**src/verilog/imem_defs.svh**
```systemverilog
// constants for the internal data space decoder and code memory access
// assumes: included by bare name from the design modules
`ifndef IMEM_DEFS_SVH
`define IMEM_DEFS_SVH

// ----------------------------------------------------------------------
// internal data space layout
// ----------------------------------------------------------------------
`define BANK_BASE 8'h00
`define BANK_TOP 8'h1F
`define BIT_AREA_BASE 8'h20
`define BIT_AREA_TOP 8'h2F
`define SCRATCH_BASE 8'h30
`define SCRATCH_TOP 8'h7F
`define UPPER_BASE 8'h80
`define UPPER_TOP 8'hFF
`define RAM_DEPTH 256

// ----------------------------------------------------------------------
// special function registers kept in this block
// ----------------------------------------------------------------------
`define POWER_CONTROL_ADDR 8'h87
`define POWER_CONTROL_RESET 8'h00
`define PROG_WR_BIT 4
`define HI_FLAG_BIT 7
`define CODE_WAIT_ADDR 8'h92
`define CODE_WAIT_RESET 3'h7
`define CODE_WAIT_MIN 3'h3

// ----------------------------------------------------------------------
// timing
// ----------------------------------------------------------------------
`define CNT_W 4
`endif

```
**src/verilog/imem_pkg.sv**
```systemverilog
// types shared by the data space decoder and the code access engine
// assumes: imem_defs.svh sits on the include path
package imem_pkg;
   // where an internal data space access lands
   typedef enum logic [2:0] {
      REGION_BANK,
      REGION_BIT_AREA,
      REGION_SCRATCH,
      REGION_UPPER_RAM,
      REGION_SFR
   } region_t;

   // how the core addresses the internal data space
   typedef enum logic [1:0] {
      KIND_DIRECT,
      KIND_INDIRECT,
      KIND_REGISTER,
      KIND_BIT
   } access_kind_t;

   // code access engine states
   typedef enum logic [1:0] {
      ENG_IDLE,
      ENG_READ,
      ENG_WRITE
   } engine_state_t;
endpackage

```
**src/verilog/code_ctl_if.sv**
```systemverilog
// carrier between the decoder top and the code memory access engine
// assumes: both ends run on the same system clock
`timescale 1ns/1ps
interface code_ctl_if;
   logic start_rd;
   logic start_wr;
   logic [15:0] addr;
   logic [7:0] wdata;
   logic [2:0] read_wait;
   logic [2:0] write_wait;
   logic busy;
   logic done;
   logic [7:0] rdata;

   modport ctrl (
      output start_rd,
      output start_wr,
      output addr,
      output wdata,
      output read_wait,
      output write_wait,
      input busy,
      input done,
      input rdata
   );

   modport engine (
      input start_rd,
      input start_wr,
      input addr,
      input wdata,
      input read_wait,
      input write_wait,
      output busy,
      output done,
      output rdata
   );
endinterface

```
**src/verilog/code_access_engine.sv**
```systemverilog
// code memory access engine: timed read and write strobes
// assumes: code memory answers on the same clock, data valid by last cycle
`timescale 1ns/1ps
`include "imem_defs.svh"

module code_access_engine (
   // clock and reset
   input wire logic sys_clk,
   input wire logic rst_n,
   // control from the decoder
   code_ctl_if.engine ctl,
   // code memory array
   output logic [15:0] code_addr,
   output logic code_rd,
   output logic code_wr,
   output logic [7:0] code_wdata,
   input wire logic [7:0] code_rdata
);
   imem_pkg::engine_state_t state_q, state_d;
   logic [`CNT_W-1:0] cnt_q, cnt_d;
   logic [15:0] addr_q, addr_d;
   logic [7:0] wdata_q, wdata_d;
   logic [7:0] rdata_q, rdata_d;
   logic done_q, done_d;
   logic [2:0] rwait;

   // ----------------------------------------------------------------------
   // sequencing
   // ----------------------------------------------------------------------
   always_comb begin
      state_d = state_q;
      cnt_d = cnt_q;
      addr_d = addr_q;
      wdata_d = wdata_q;
      rdata_d = rdata_q;
      done_d = 1'b0;
      rwait = (ctl.read_wait < `CODE_WAIT_MIN) ? `CODE_WAIT_MIN
                                                : ctl.read_wait;
      case (state_q)
         imem_pkg::ENG_IDLE: begin
            if (ctl.start_rd) begin
               state_d = imem_pkg::ENG_READ;
               cnt_d = {1'b0, rwait};
               addr_d = ctl.addr;
            end else if (ctl.start_wr) begin
               state_d = imem_pkg::ENG_WRITE;
               cnt_d = {1'b0, ctl.write_wait};
               addr_d = ctl.addr;
               wdata_d = ctl.wdata;
            end
         end
         imem_pkg::ENG_READ: begin
            if (cnt_q == '0) begin
               rdata_d = code_rdata;
               done_d = 1'b1;
               state_d = imem_pkg::ENG_IDLE;
            end else begin
               cnt_d = cnt_q - 1'b1;
            end
         end
         imem_pkg::ENG_WRITE: begin
            if (cnt_q == '0) begin
               done_d = 1'b1;
               state_d = imem_pkg::ENG_IDLE;
            end else begin
               cnt_d = cnt_q - 1'b1;
            end
         end
         default: begin
            state_d = imem_pkg::ENG_IDLE;
         end
      endcase
   end

   always_ff @(posedge sys_clk or negedge rst_n) begin
      if (!rst_n) begin
         state_q <= imem_pkg::ENG_IDLE;
         cnt_q <= '0;
         addr_q <= 16'h0000;
         wdata_q <= 8'h00;
         rdata_q <= 8'h00;
         done_q <= 1'b0;
      end else begin
         state_q <= state_d;
         cnt_q <= cnt_d;
         addr_q <= addr_d;
         wdata_q <= wdata_d;
         rdata_q <= rdata_d;
         done_q <= done_d;
      end
   end

   // address held while strobe is up
   assign code_addr = addr_q;
   assign code_rd = (state_q == imem_pkg::ENG_READ);
   assign code_wr = (state_q == imem_pkg::ENG_WRITE);
   assign code_wdata = wdata_q;
   // done cycle counts as busy so a held request is not restarted
   assign ctl.busy = (state_q != imem_pkg::ENG_IDLE) || done_q;
   assign ctl.done = done_q;
   assign ctl.rdata = rdata_q;
endmodule

```
**src/verilog/internal_memory_and_code_access.sv**
```systemverilog
// internal data space decoder with 256-byte RAM, local special function
// registers and code memory fetch / write control
// assumes: one 40 MHz clock; core holds each request until its done pulse;
// outside special function registers answer sfr_rdata in the same cycle
`timescale 1ns/1ps
`include "imem_defs.svh"

module internal_memory_and_code_access (
   // clock and reset
   input wire logic sys_clk,
   input wire logic rst_n,
   // internal data space access from the core
   input wire logic mem_req,
   input wire logic mem_wr,
   input wire imem_pkg::access_kind_t mem_kind,
   input wire logic [7:0] mem_addr,
   input wire logic [1:0] mem_bank,
   input wire logic [7:0] mem_wdata,
   output logic [7:0] mem_rdata,
   output logic mem_ack,
   output imem_pkg::region_t mem_region,
   // special function registers outside this block
   output logic sfr_rd,
   output logic sfr_wr,
   output logic [7:0] sfr_addr,
   output logic [7:0] sfr_wdata,
   input wire logic [7:0] sfr_rdata,
   // instruction fetch and code-move reads
   input wire logic fetch_req,
   input wire logic [15:0] fetch_addr,
   output logic [7:0] fetch_data,
   output logic fetch_done,
   // external move instruction
   input wire logic xmove_req,
   input wire logic xmove_wr,
   input wire logic xmove_via_pointer,
   input wire logic [15:0] data_pointer,
   input wire logic [7:0] xmove_reg,
   input wire logic [7:0] port_two_page,
   input wire logic [7:0] accumulator,
   input wire logic [2:0] data_wait_control,
   output logic xmove_done,
   // data memory side of external moves
   output logic xdata_rd,
   output logic xdata_wr,
   output logic [15:0] xdata_addr,
   output logic [7:0] xdata_wdata,
   // code memory array
   output logic [15:0] code_addr,
   output logic code_rd,
   output logic code_wr,
   output logic [7:0] code_wdata,
   input wire logic [7:0] code_rdata,
   // status
   output logic program_write_enable,
   output logic [2:0] code_wait_select
);
   // ----------------------------------------------------------------------
   // decode helpers
   // ----------------------------------------------------------------------
   function automatic imem_pkg::region_t decode_region(
      input logic [7:0] a, input logic indirect);
      imem_pkg::region_t r;
      r = imem_pkg::REGION_SCRATCH;
      if (a <= `BANK_TOP)
         r = imem_pkg::REGION_BANK;
      else if (a <= `BIT_AREA_TOP)
         r = imem_pkg::REGION_BIT_AREA;
      else if (a <= `SCRATCH_TOP)
         r = imem_pkg::REGION_SCRATCH;
      else if (indirect)
         r = imem_pkg::REGION_UPPER_RAM;
      else
         r = imem_pkg::REGION_SFR;
      return r;
   endfunction

   // byte holding a bit address
   function automatic logic [7:0] bit_byte(input logic [7:0] b);
      logic [7:0] r;
      // only 0 or 8 low nibble registers
      if (b[7])
         r = {b[7:3], 3'b000};
      else
         r = `BIT_AREA_BASE + {4'h0, b[6:3]};
      return r;
   endfunction

   // ----------------------------------------------------------------------
   // state
   // ----------------------------------------------------------------------
   logic [7:0] ram_q [0:`RAM_DEPTH-1];
   logic ram_we;
   logic [7:0] ram_wdata;
   logic prog_wr_q, prog_wr_d;
   logic hi_flag_q, hi_flag_d;
   logic [2:0] wait_q, wait_d;
   logic [7:0] rdata_q, rdata_d;
   logic ack_q, ack_d;
   imem_pkg::region_t region_q, region_d;
   logic xdone_q, xdone_d;
   logic xrd_q, xrd_d;
   logic xwr_q, xwr_d;
   logic [15:0] xaddr_q, xaddr_d;
   logic [7:0] xwdata_q, xwdata_d;

   logic [7:0] ea;
   imem_pkg::region_t region;
   logic in_ram;
   logic hit_power;
   logic hit_wait;
   logic [7:0] cur_byte;
   logic [7:0] new_byte;
   logic [7:0] local_rd;
   logic [15:0] xmove_addr;
   logic code_write_go;
   logic data_move_go;

   code_ctl_if ctl ();

   // ----------------------------------------------------------------------
   // internal data space access
   // ----------------------------------------------------------------------
   always_comb begin
      case (mem_kind)
         imem_pkg::KIND_REGISTER: ea = {3'b000, mem_bank, mem_addr[2:0]};
         imem_pkg::KIND_BIT: ea = bit_byte(mem_addr);
         default: ea = mem_addr;
      endcase
   end

   assign region = decode_region(ea, mem_kind == imem_pkg::KIND_INDIRECT);
   assign in_ram = (region != imem_pkg::REGION_SFR);
   assign hit_power = !in_ram && (ea == `POWER_CONTROL_ADDR);
   assign hit_wait = !in_ram && (ea == `CODE_WAIT_ADDR);

   always_comb begin
      local_rd = 8'h00;
      if (hit_power) begin
         local_rd[`HI_FLAG_BIT] = hi_flag_q;
         local_rd[`PROG_WR_BIT] = prog_wr_q;
      end else if (hit_wait) begin
         local_rd = {5'b0_0000, wait_q};
      end
   end

   always_comb begin
      if (in_ram)
         cur_byte = ram_q[ea];
      else if (hit_power || hit_wait)
         cur_byte = local_rd;
      else
         cur_byte = sfr_rdata;
      // bit writes are read-modify-write of the holding byte
      new_byte = mem_wdata;
      if (mem_kind == imem_pkg::KIND_BIT) begin
         new_byte = cur_byte;
         new_byte[mem_addr[2:0]] = mem_wdata[0];
      end
   end

   // outside registers see the cycle of the request itself
   assign sfr_addr = ea;
   assign sfr_rd = mem_req && !in_ram && !hit_power && !hit_wait;
   assign sfr_wr = sfr_rd && mem_wr;
   assign sfr_wdata = new_byte;
   assign ram_we = mem_req && mem_wr && in_ram;
   assign ram_wdata = new_byte;

   // ----------------------------------------------------------------------
   // local registers and answer
   // ----------------------------------------------------------------------
   always_comb begin
      prog_wr_d = prog_wr_q;
      hi_flag_d = hi_flag_q;
      wait_d = wait_q;
      rdata_d = rdata_q;
      ack_d = 1'b0;
      region_d = region_q;
      if (mem_req) begin
         ack_d = 1'b1;
         region_d = region;
         rdata_d = cur_byte;
         if (mem_wr && hit_power) begin
            prog_wr_d = new_byte[`PROG_WR_BIT];
            hi_flag_d = new_byte[`HI_FLAG_BIT];
         end
         if (mem_wr && hit_wait)
            wait_d = new_byte[2:0];
      end
   end

   always_ff @(posedge sys_clk or negedge rst_n) begin
      if (!rst_n) begin
         prog_wr_q <= 1'(`POWER_CONTROL_RESET >> `PROG_WR_BIT);
         hi_flag_q <= 1'(`POWER_CONTROL_RESET >> `HI_FLAG_BIT);
         wait_q <= `CODE_WAIT_RESET;
         rdata_q <= 8'h00;
         ack_q <= 1'b0;
         region_q <= imem_pkg::REGION_BANK;
      end else begin
         prog_wr_q <= prog_wr_d;
         hi_flag_q <= hi_flag_d;
         wait_q <= wait_d;
         rdata_q <= rdata_d;
         ack_q <= ack_d;
         region_q <= region_d;
      end
   end

   // the RAM carries no reset, its contents are undefined at power-up
   always_ff @(posedge sys_clk) begin
      if (ram_we)
         ram_q[ea] <= ram_wdata;
   end

   // ----------------------------------------------------------------------
   // code memory requests
   // ----------------------------------------------------------------------
   // pointer or port-two page with register
   assign xmove_addr = xmove_via_pointer ? data_pointer
                                         : {port_two_page, xmove_reg};
   assign code_write_go = xmove_req && xmove_wr && prog_wr_q && !fetch_req &&
                          !ctl.busy;
   // ordinary data moves when not writing code
   assign data_move_go = xmove_req && !(xmove_wr && prog_wr_q) && !xdone_q;

   // fetch wins a tie; a waiting external move is held by the core
   assign ctl.start_rd = fetch_req && !ctl.busy;
   assign ctl.start_wr = code_write_go;
   assign ctl.addr = fetch_req ? fetch_addr : xmove_addr;
   assign ctl.wdata = accumulator;
   assign ctl.read_wait = wait_q;
   assign ctl.write_wait = data_wait_control;

   always_comb begin
      xdone_d = 1'b0;
      xrd_d = 1'b0;
      xwr_d = 1'b0;
      xaddr_d = xaddr_q;
      xwdata_d = xwdata_q;
      if (data_move_go) begin
         xdone_d = 1'b1;
         xrd_d = !xmove_wr;
         xwr_d = xmove_wr;
         xaddr_d = xmove_addr;
         xwdata_d = accumulator;
      end
   end

   always_ff @(posedge sys_clk or negedge rst_n) begin
      if (!rst_n) begin
         xdone_q <= 1'b0;
         xrd_q <= 1'b0;
         xwr_q <= 1'b0;
         xaddr_q <= 16'h0000;
         xwdata_q <= 8'h00;
      end else begin
         xdone_q <= xdone_d;
         xrd_q <= xrd_d;
         xwr_q <= xwr_d;
         xaddr_q <= xaddr_d;
         xwdata_q <= xwdata_d;
      end
   end

   code_access_engine u_engine (
      .sys_clk(sys_clk),
      .rst_n(rst_n),
      .ctl(ctl.engine),
      .code_addr(code_addr),
      .code_rd(code_rd),
      .code_wr(code_wr),
      .code_wdata(code_wdata),
      .code_rdata(code_rdata)
   );

   // ----------------------------------------------------------------------
   // outputs
   // ----------------------------------------------------------------------
   assign mem_rdata = rdata_q;
   assign mem_ack = ack_q;
   assign mem_region = region_q;
   // a done pulse ends the fetch whenever fetch_req is up, otherwise the external move
   assign fetch_data = ctl.rdata;
   assign fetch_done = ctl.done && fetch_req;
   assign xmove_done = xdone_q || (ctl.done && !fetch_req && xmove_req);
   assign xdata_rd = xrd_q;
   assign xdata_wr = xwr_q;
   assign xdata_addr = xaddr_q;
   assign xdata_wdata = xwdata_q;
   assign program_write_enable = prog_wr_q;
   assign code_wait_select = wait_q;
endmodule
```
**config.mk**
```make
export PLATFORM = sky130hd
export DESIGN_NAME = internal_memory_and_code_access
export DESIGN_NICKNAME = d
export VERILOG_FILES = /design/src/verilog/imem_pkg.sv /design/src/verilog/code_ctl_if.sv /design/src/verilog/code_access_engine.sv /design/src/verilog/internal_memory_and_code_access.sv
export VERILOG_INCLUDE_DIRS = /design/src /design/src/verilog
export SDC_FILE = /design/constraint.sdc
export NUM_CORES = 2
export LEC_CHECK = 0
export ABC_AREA = 1
export BUFFER_PORTS_ARGS = -buffer_cell sky130_fd_sc_hd__buf_4
export CORE_MARGIN = 8
export CORE_UTILIZATION = 50
export DETAILED_ROUTE_END_ITERATION = 16
export PLACE_DENSITY = 0.78
export SYNTH_ARGS = -nofsm -noshare
export SYNTH_HDL_FRONTEND = slang
export SYNTH_HIERARCHICAL = 1
export SYNTH_SLANG_ARGS = --single-unit
```
**constraint.sdc**
```tcl
create_clock -name sys_clk -period 9.1 [get_ports sys_clk]
set_input_delay 0.455 -clock sys_clk [delete_from_list [all_inputs] [get_ports sys_clk]]
set_output_delay 0.455 -clock sys_clk [all_outputs]
set_load 0.01 [all_outputs]
```
==> impl_summary.md <==
Status
The flow ran to the end, and the final reports show no timing, DRC or antenna violations.

Synth
By area the synthesized netlist is led by sky130_fd_sc_hd__edfxtp_1 (71%), sky130_fd_sc_hd__nand2_1 (16%), sky130_fd_sc_hd__dfrtp_1 (2.3%), sky130_fd_sc_hd__a22oi_1 (2.3%), sky130_fd_sc_hd__nor2_1 (2.2%). The netlist area before placement is 87100 um2. During synthesis, Yosys emitted a total of 6 warnings.

The mean instance size in the synthesized netlist is 11.2 um2. Counting distinct cell types in the post-synthesis netlist gives 38. Counting flops and latches in the post-synthesis netlist gives 2131. In this run, synthesis inferred 2048 flip-flops with an integrated enable. Sorting the synthesized cells by how often they occur yields sky130_fd_sc_hd__nand2_1 (3796), sky130_fd_sc_hd__edfxtp_1 (2048), sky130_fd_sc_hd__nor2_1 (516).

For this run, the leading register cell type out of synthesis is sky130_fd_sc_hd__edfxtp_1. Of all cell types, the one taking the most synthesized area is sky130_fd_sc_hd__edfxtp_1. Counting every net in the synthesized netlist gives 7847. sky130_fd_sc_hd__nand2_1 is the most common cell in the netlist. Synthesis handed over a netlist of 7740 instances. The proportion of netlist area held by the largest area contributor is 0.706. The share of the Yosys chip area taken by registers is 0.730. After synthesis, the share of flip-flops with an asynchronous set or reset is 0.0389.

Global route
The global-route wire length before repair is 373000 um. The total global-route track usage is 0.261. The number of antenna violations at the first check in global routing is 4. Entering global routing, the biggest net connects 178 pins.

The via count of the first global-routing pass is 59800. The overflow left after global routing is 0.

Critical path
Among the stages of the critical path, the cell type that occurs most often is sky130_fd_sc_hd__nand2_1. STA classifies the critical path endpoint as an output port. At the worst endpoint, the required time is 8650 ps.

The largest fanout on the critical path is 81. The largest single stage delay on the critical path is 710 ps. On the critical path, the stage with the largest delay is an instance of sky130_fd_sc_hd__nor2_8.

The critical path is of the in -> out type. Data arrives at the worst endpoint at 7230 ps. The launching element type of the critical path is a primary input.

The signal on the critical path passes through dlygate4sd3_1 > buf_4 > nor2_1 > nand2_8 > nand2_8 > clkinv_8 > nor2_8 > buf_12 > a22oi_1 > nand2_1 > nand2_1 > nand2_1 > nor2_1 > nor2_1 > nor2_1 > nand2_1 > nor2_1 > nand3_1 > nand2_1 > nand2_1 > nand2_1 > nand2_4 > buf_4.

Clock tree
The number of hold buffers added after CTS is 69. For the worst-skew pair, the clock arrives at the later sink with an insertion delay of 850 ps. The number of buffers between clock root and the deepest sink is 3.

The clock-pin slew reported for the worst setup and hold paths after clock tree synthesis is 60 ps. The clock tree from TritonCTS is yes. The post-CTS setup-driven buffer insertion count is 0. Post-CTS repair changed the size of 0 cells. The CTS sink count is 2131. The number of clock buffers added by TritonCTS is 202. The CTS root buffer is sky130_fd_sc_hd__clkbuf_16. The H-tree generated during clock tree synthesis spans 4 levels.

Timing
The worst clock skew on the final layout is 53.2 ps. The fraction of the cycle the final worst path needs is 0.844. The max-slew violation count came to 0.

Setup repair after global routing left no endpoint under its margin. The remaining max-slew budget at the tightest pin is 0.213. The transition time at the pin with the least slew margin is 1180 ps. Static timing analysis puts the maximum clock frequency at 130 MHz. The final number of setup-violating endpoints is 0. The worst path needs 7680 ps of the cycle, external delays included. The minimum hold slack is 29.3 ps.

The count of final hold-check violations is 0. After routing, the total negative slack on setup checks comes to 0 ps.

Power
The maximum vdd drop is 0.193 mV. The static leakage is 0.0375 uW. The power density over the cells is 218 nW/um2.

Layout
At the end of the flow, the number of nets in the layout was 8022. The number of inserted filler cells in the final layout is 13200. The area growth from synthesis to layout is 12.4%.

The proportion of layout cells with a drive suffix above 1 is 0.0812.

Drt
The number of violations reported at the end of detailed-routing iteration 0 is 9637. The number of nets with antenna violations after routing is 0. The number of detailed-routing iterations run before antenna repair is 8. After detailed routing, the number of remaining DRC violations is 0. In the routed layout, each cell is associated on average with a via count of 5.92. In the final routed layout, each cell accounts on average for 24.4 um. After detailed routing, the total wire length is 254000 um.

For this block, the via count after detailed routing is 61700.

Floorplanning
In this run the count of I/O pins placed on the die edge is 199. The total area inside the core boundary comes to 173000 um2. The initial utilization of the core area, before any placement, comes to 0.502. The overall die width is 433 um. The die boundary height is 433 um.

The die covers 188000 um2. The number of rows in the core area is 153.

Placement
The number of buffer cells added on primary ports is 198. The congestion estimate from routability-driven global placement came to 0.943. The half-perimeter wire length after placement is 147000 um.

Min path
The type of the most critical hold path is in -> reg.

Run
The max-cap violation count is 0.
==> cell usage in the layout (no fill, tap or decap), types with 60 or more instances in the layout <==
cell type / netlist / final
sky130_fd_sc_hd__nand2_1: 3796 / 3786
sky130_fd_sc_hd__edfxtp_1: 2048 / 2048
sky130_fd_sc_hd__nor2_1: 516 / 514
sky130_fd_sc_hd__buf_4: 3 / 279
sky130_fd_sc_hd__a22oi_1: 264 / 264
sky130_fd_sc_hd__nand3_1: 255 / 255
sky130_fd_sc_hd__clkbuf_16: 0 / 204
sky130_fd_sc_hd__nand4_1: 132 / 132
sky130_fd_sc_hd__dfrtp_1: 80 / 80
sky130_fd_sc_hd__dlygate4sd3_1: 0 / 69
sky130_fd_sc_hd__inv_1: 66 / 66
sky130_fd_sc_hd__clkinv_1: 8 / 60
==> critical path: cells and delay by family <==
family	cells	cell delay [ps]
compound gates	1	180
buf+inv	5	1780
simple gates	17	4430
==> per-stage QoR <==
stage | util | area [um2] | power, uW | worst slack (ps) | cells
2_1_floorplan | - | 87100 | 12600 | 1750 | 7740
3_3_place_gp | 0.525 | 91000 | 13400 | 2240 | 9967
3_5_place_dp | 0.525 | 91000 | 13500 | 2080 | 9967
4_1_cts | 0.564 | 97900 | 21300 | 1730 | 10400
5_1_grt | 0.564 | 97900 | 21900 | 1360 | 10400
6_report | 0.564 | 97900 | 21400 | 1420 | 10400
==> worst paths after layout <==
check / slack (ps) / cells after the start / startpoint / end
min in group asynchronous: 50 / 2 / rst_n / mem_rdata[0]$_DFFE_PN0P_
max reg2reg: 5200 / 15 / ram_q[153][3]$_DFFE_PP_ / ram_q[152][3]$_DFFE_PP_
max: 1420 / 23 / mem_addr[7] / sfr_wdata[3]
min: 30 / 5 / sfr_rdata[3] / mem_rdata[3]$_DFFE_PN0P_
min reg2reg: 490 / 2 / u_engine/ctl.rdata[6]$_DFFE_PN0P_ / u_engine/ctl.rdata[6]$_DFFE_PN0P_
max in group asynchronous: 7760 / 3 / rst_n / u_engine/ctl.rdata[6]$_DFFE_PN0P_
==> report_power, final <==
part           switching [uW]  total (uW)  internal, uW  leakage (uW)
combinational            1710        2310           609        0.0149
sequential               62.0       11100         11000        0.0196
clock                    3640        8000          4360       0.00302
total                    5400       21400         16000        0.0375
==> final cells by class <==
cell class | count | area (um2) | area share
Multi-Input combinational cell | 5114 | 21400 | 0.219
Inverter | 87 | 362 | 0.00369
Clock inverter | 115 | 842 | 0.00860
Antenna cell | 6 | 15.0 | 0.000153
Clock buffer | 257 | 5350 | 0.0547
Timing Repair Buffer | 379 | 3410 | 0.0348
Tap cell | 2325 | 2910 | 0.0297
Sequential cell | 2131 | 63600 | 0.649
==> layer usage <==
layer  global-route usage  share of wire
met1                0.331           0.34
met2                0.405           0.45
met3               0.0697           0.14
met4                0.160          0.070
met5                    0        0.00017
==> cell families (layout without fill, tap and decap cells) <==
logic type	Yosys count	after routing	share of synthesized area
compound gates	368	368	0.0294
xor+xnor	1	1	0.000101
fa+ha+maj	4	4	0.000575
buf+inv	495	838	0.0252
flops	2131	2131	0.730
mux	16	16	0.00207
other cells	0	6	0
simple gates	4725	4725	0.212
==> flip-flops by register name, indices dropped and copies added (netlist names), 2 cells and up <==
signal and count:
u_engine/ctl.rdata 8, u_engine/code_wdata 8, mem_rdata 8, ram_q 2048
xdata_addr 16, code_wait_select 3, u_engine/cnt_q 4, mem_region 3
xdata_wdata 8, u_engine/state_q 2, u_engine/code_addr 16
(Power assumes the default switching activity.)
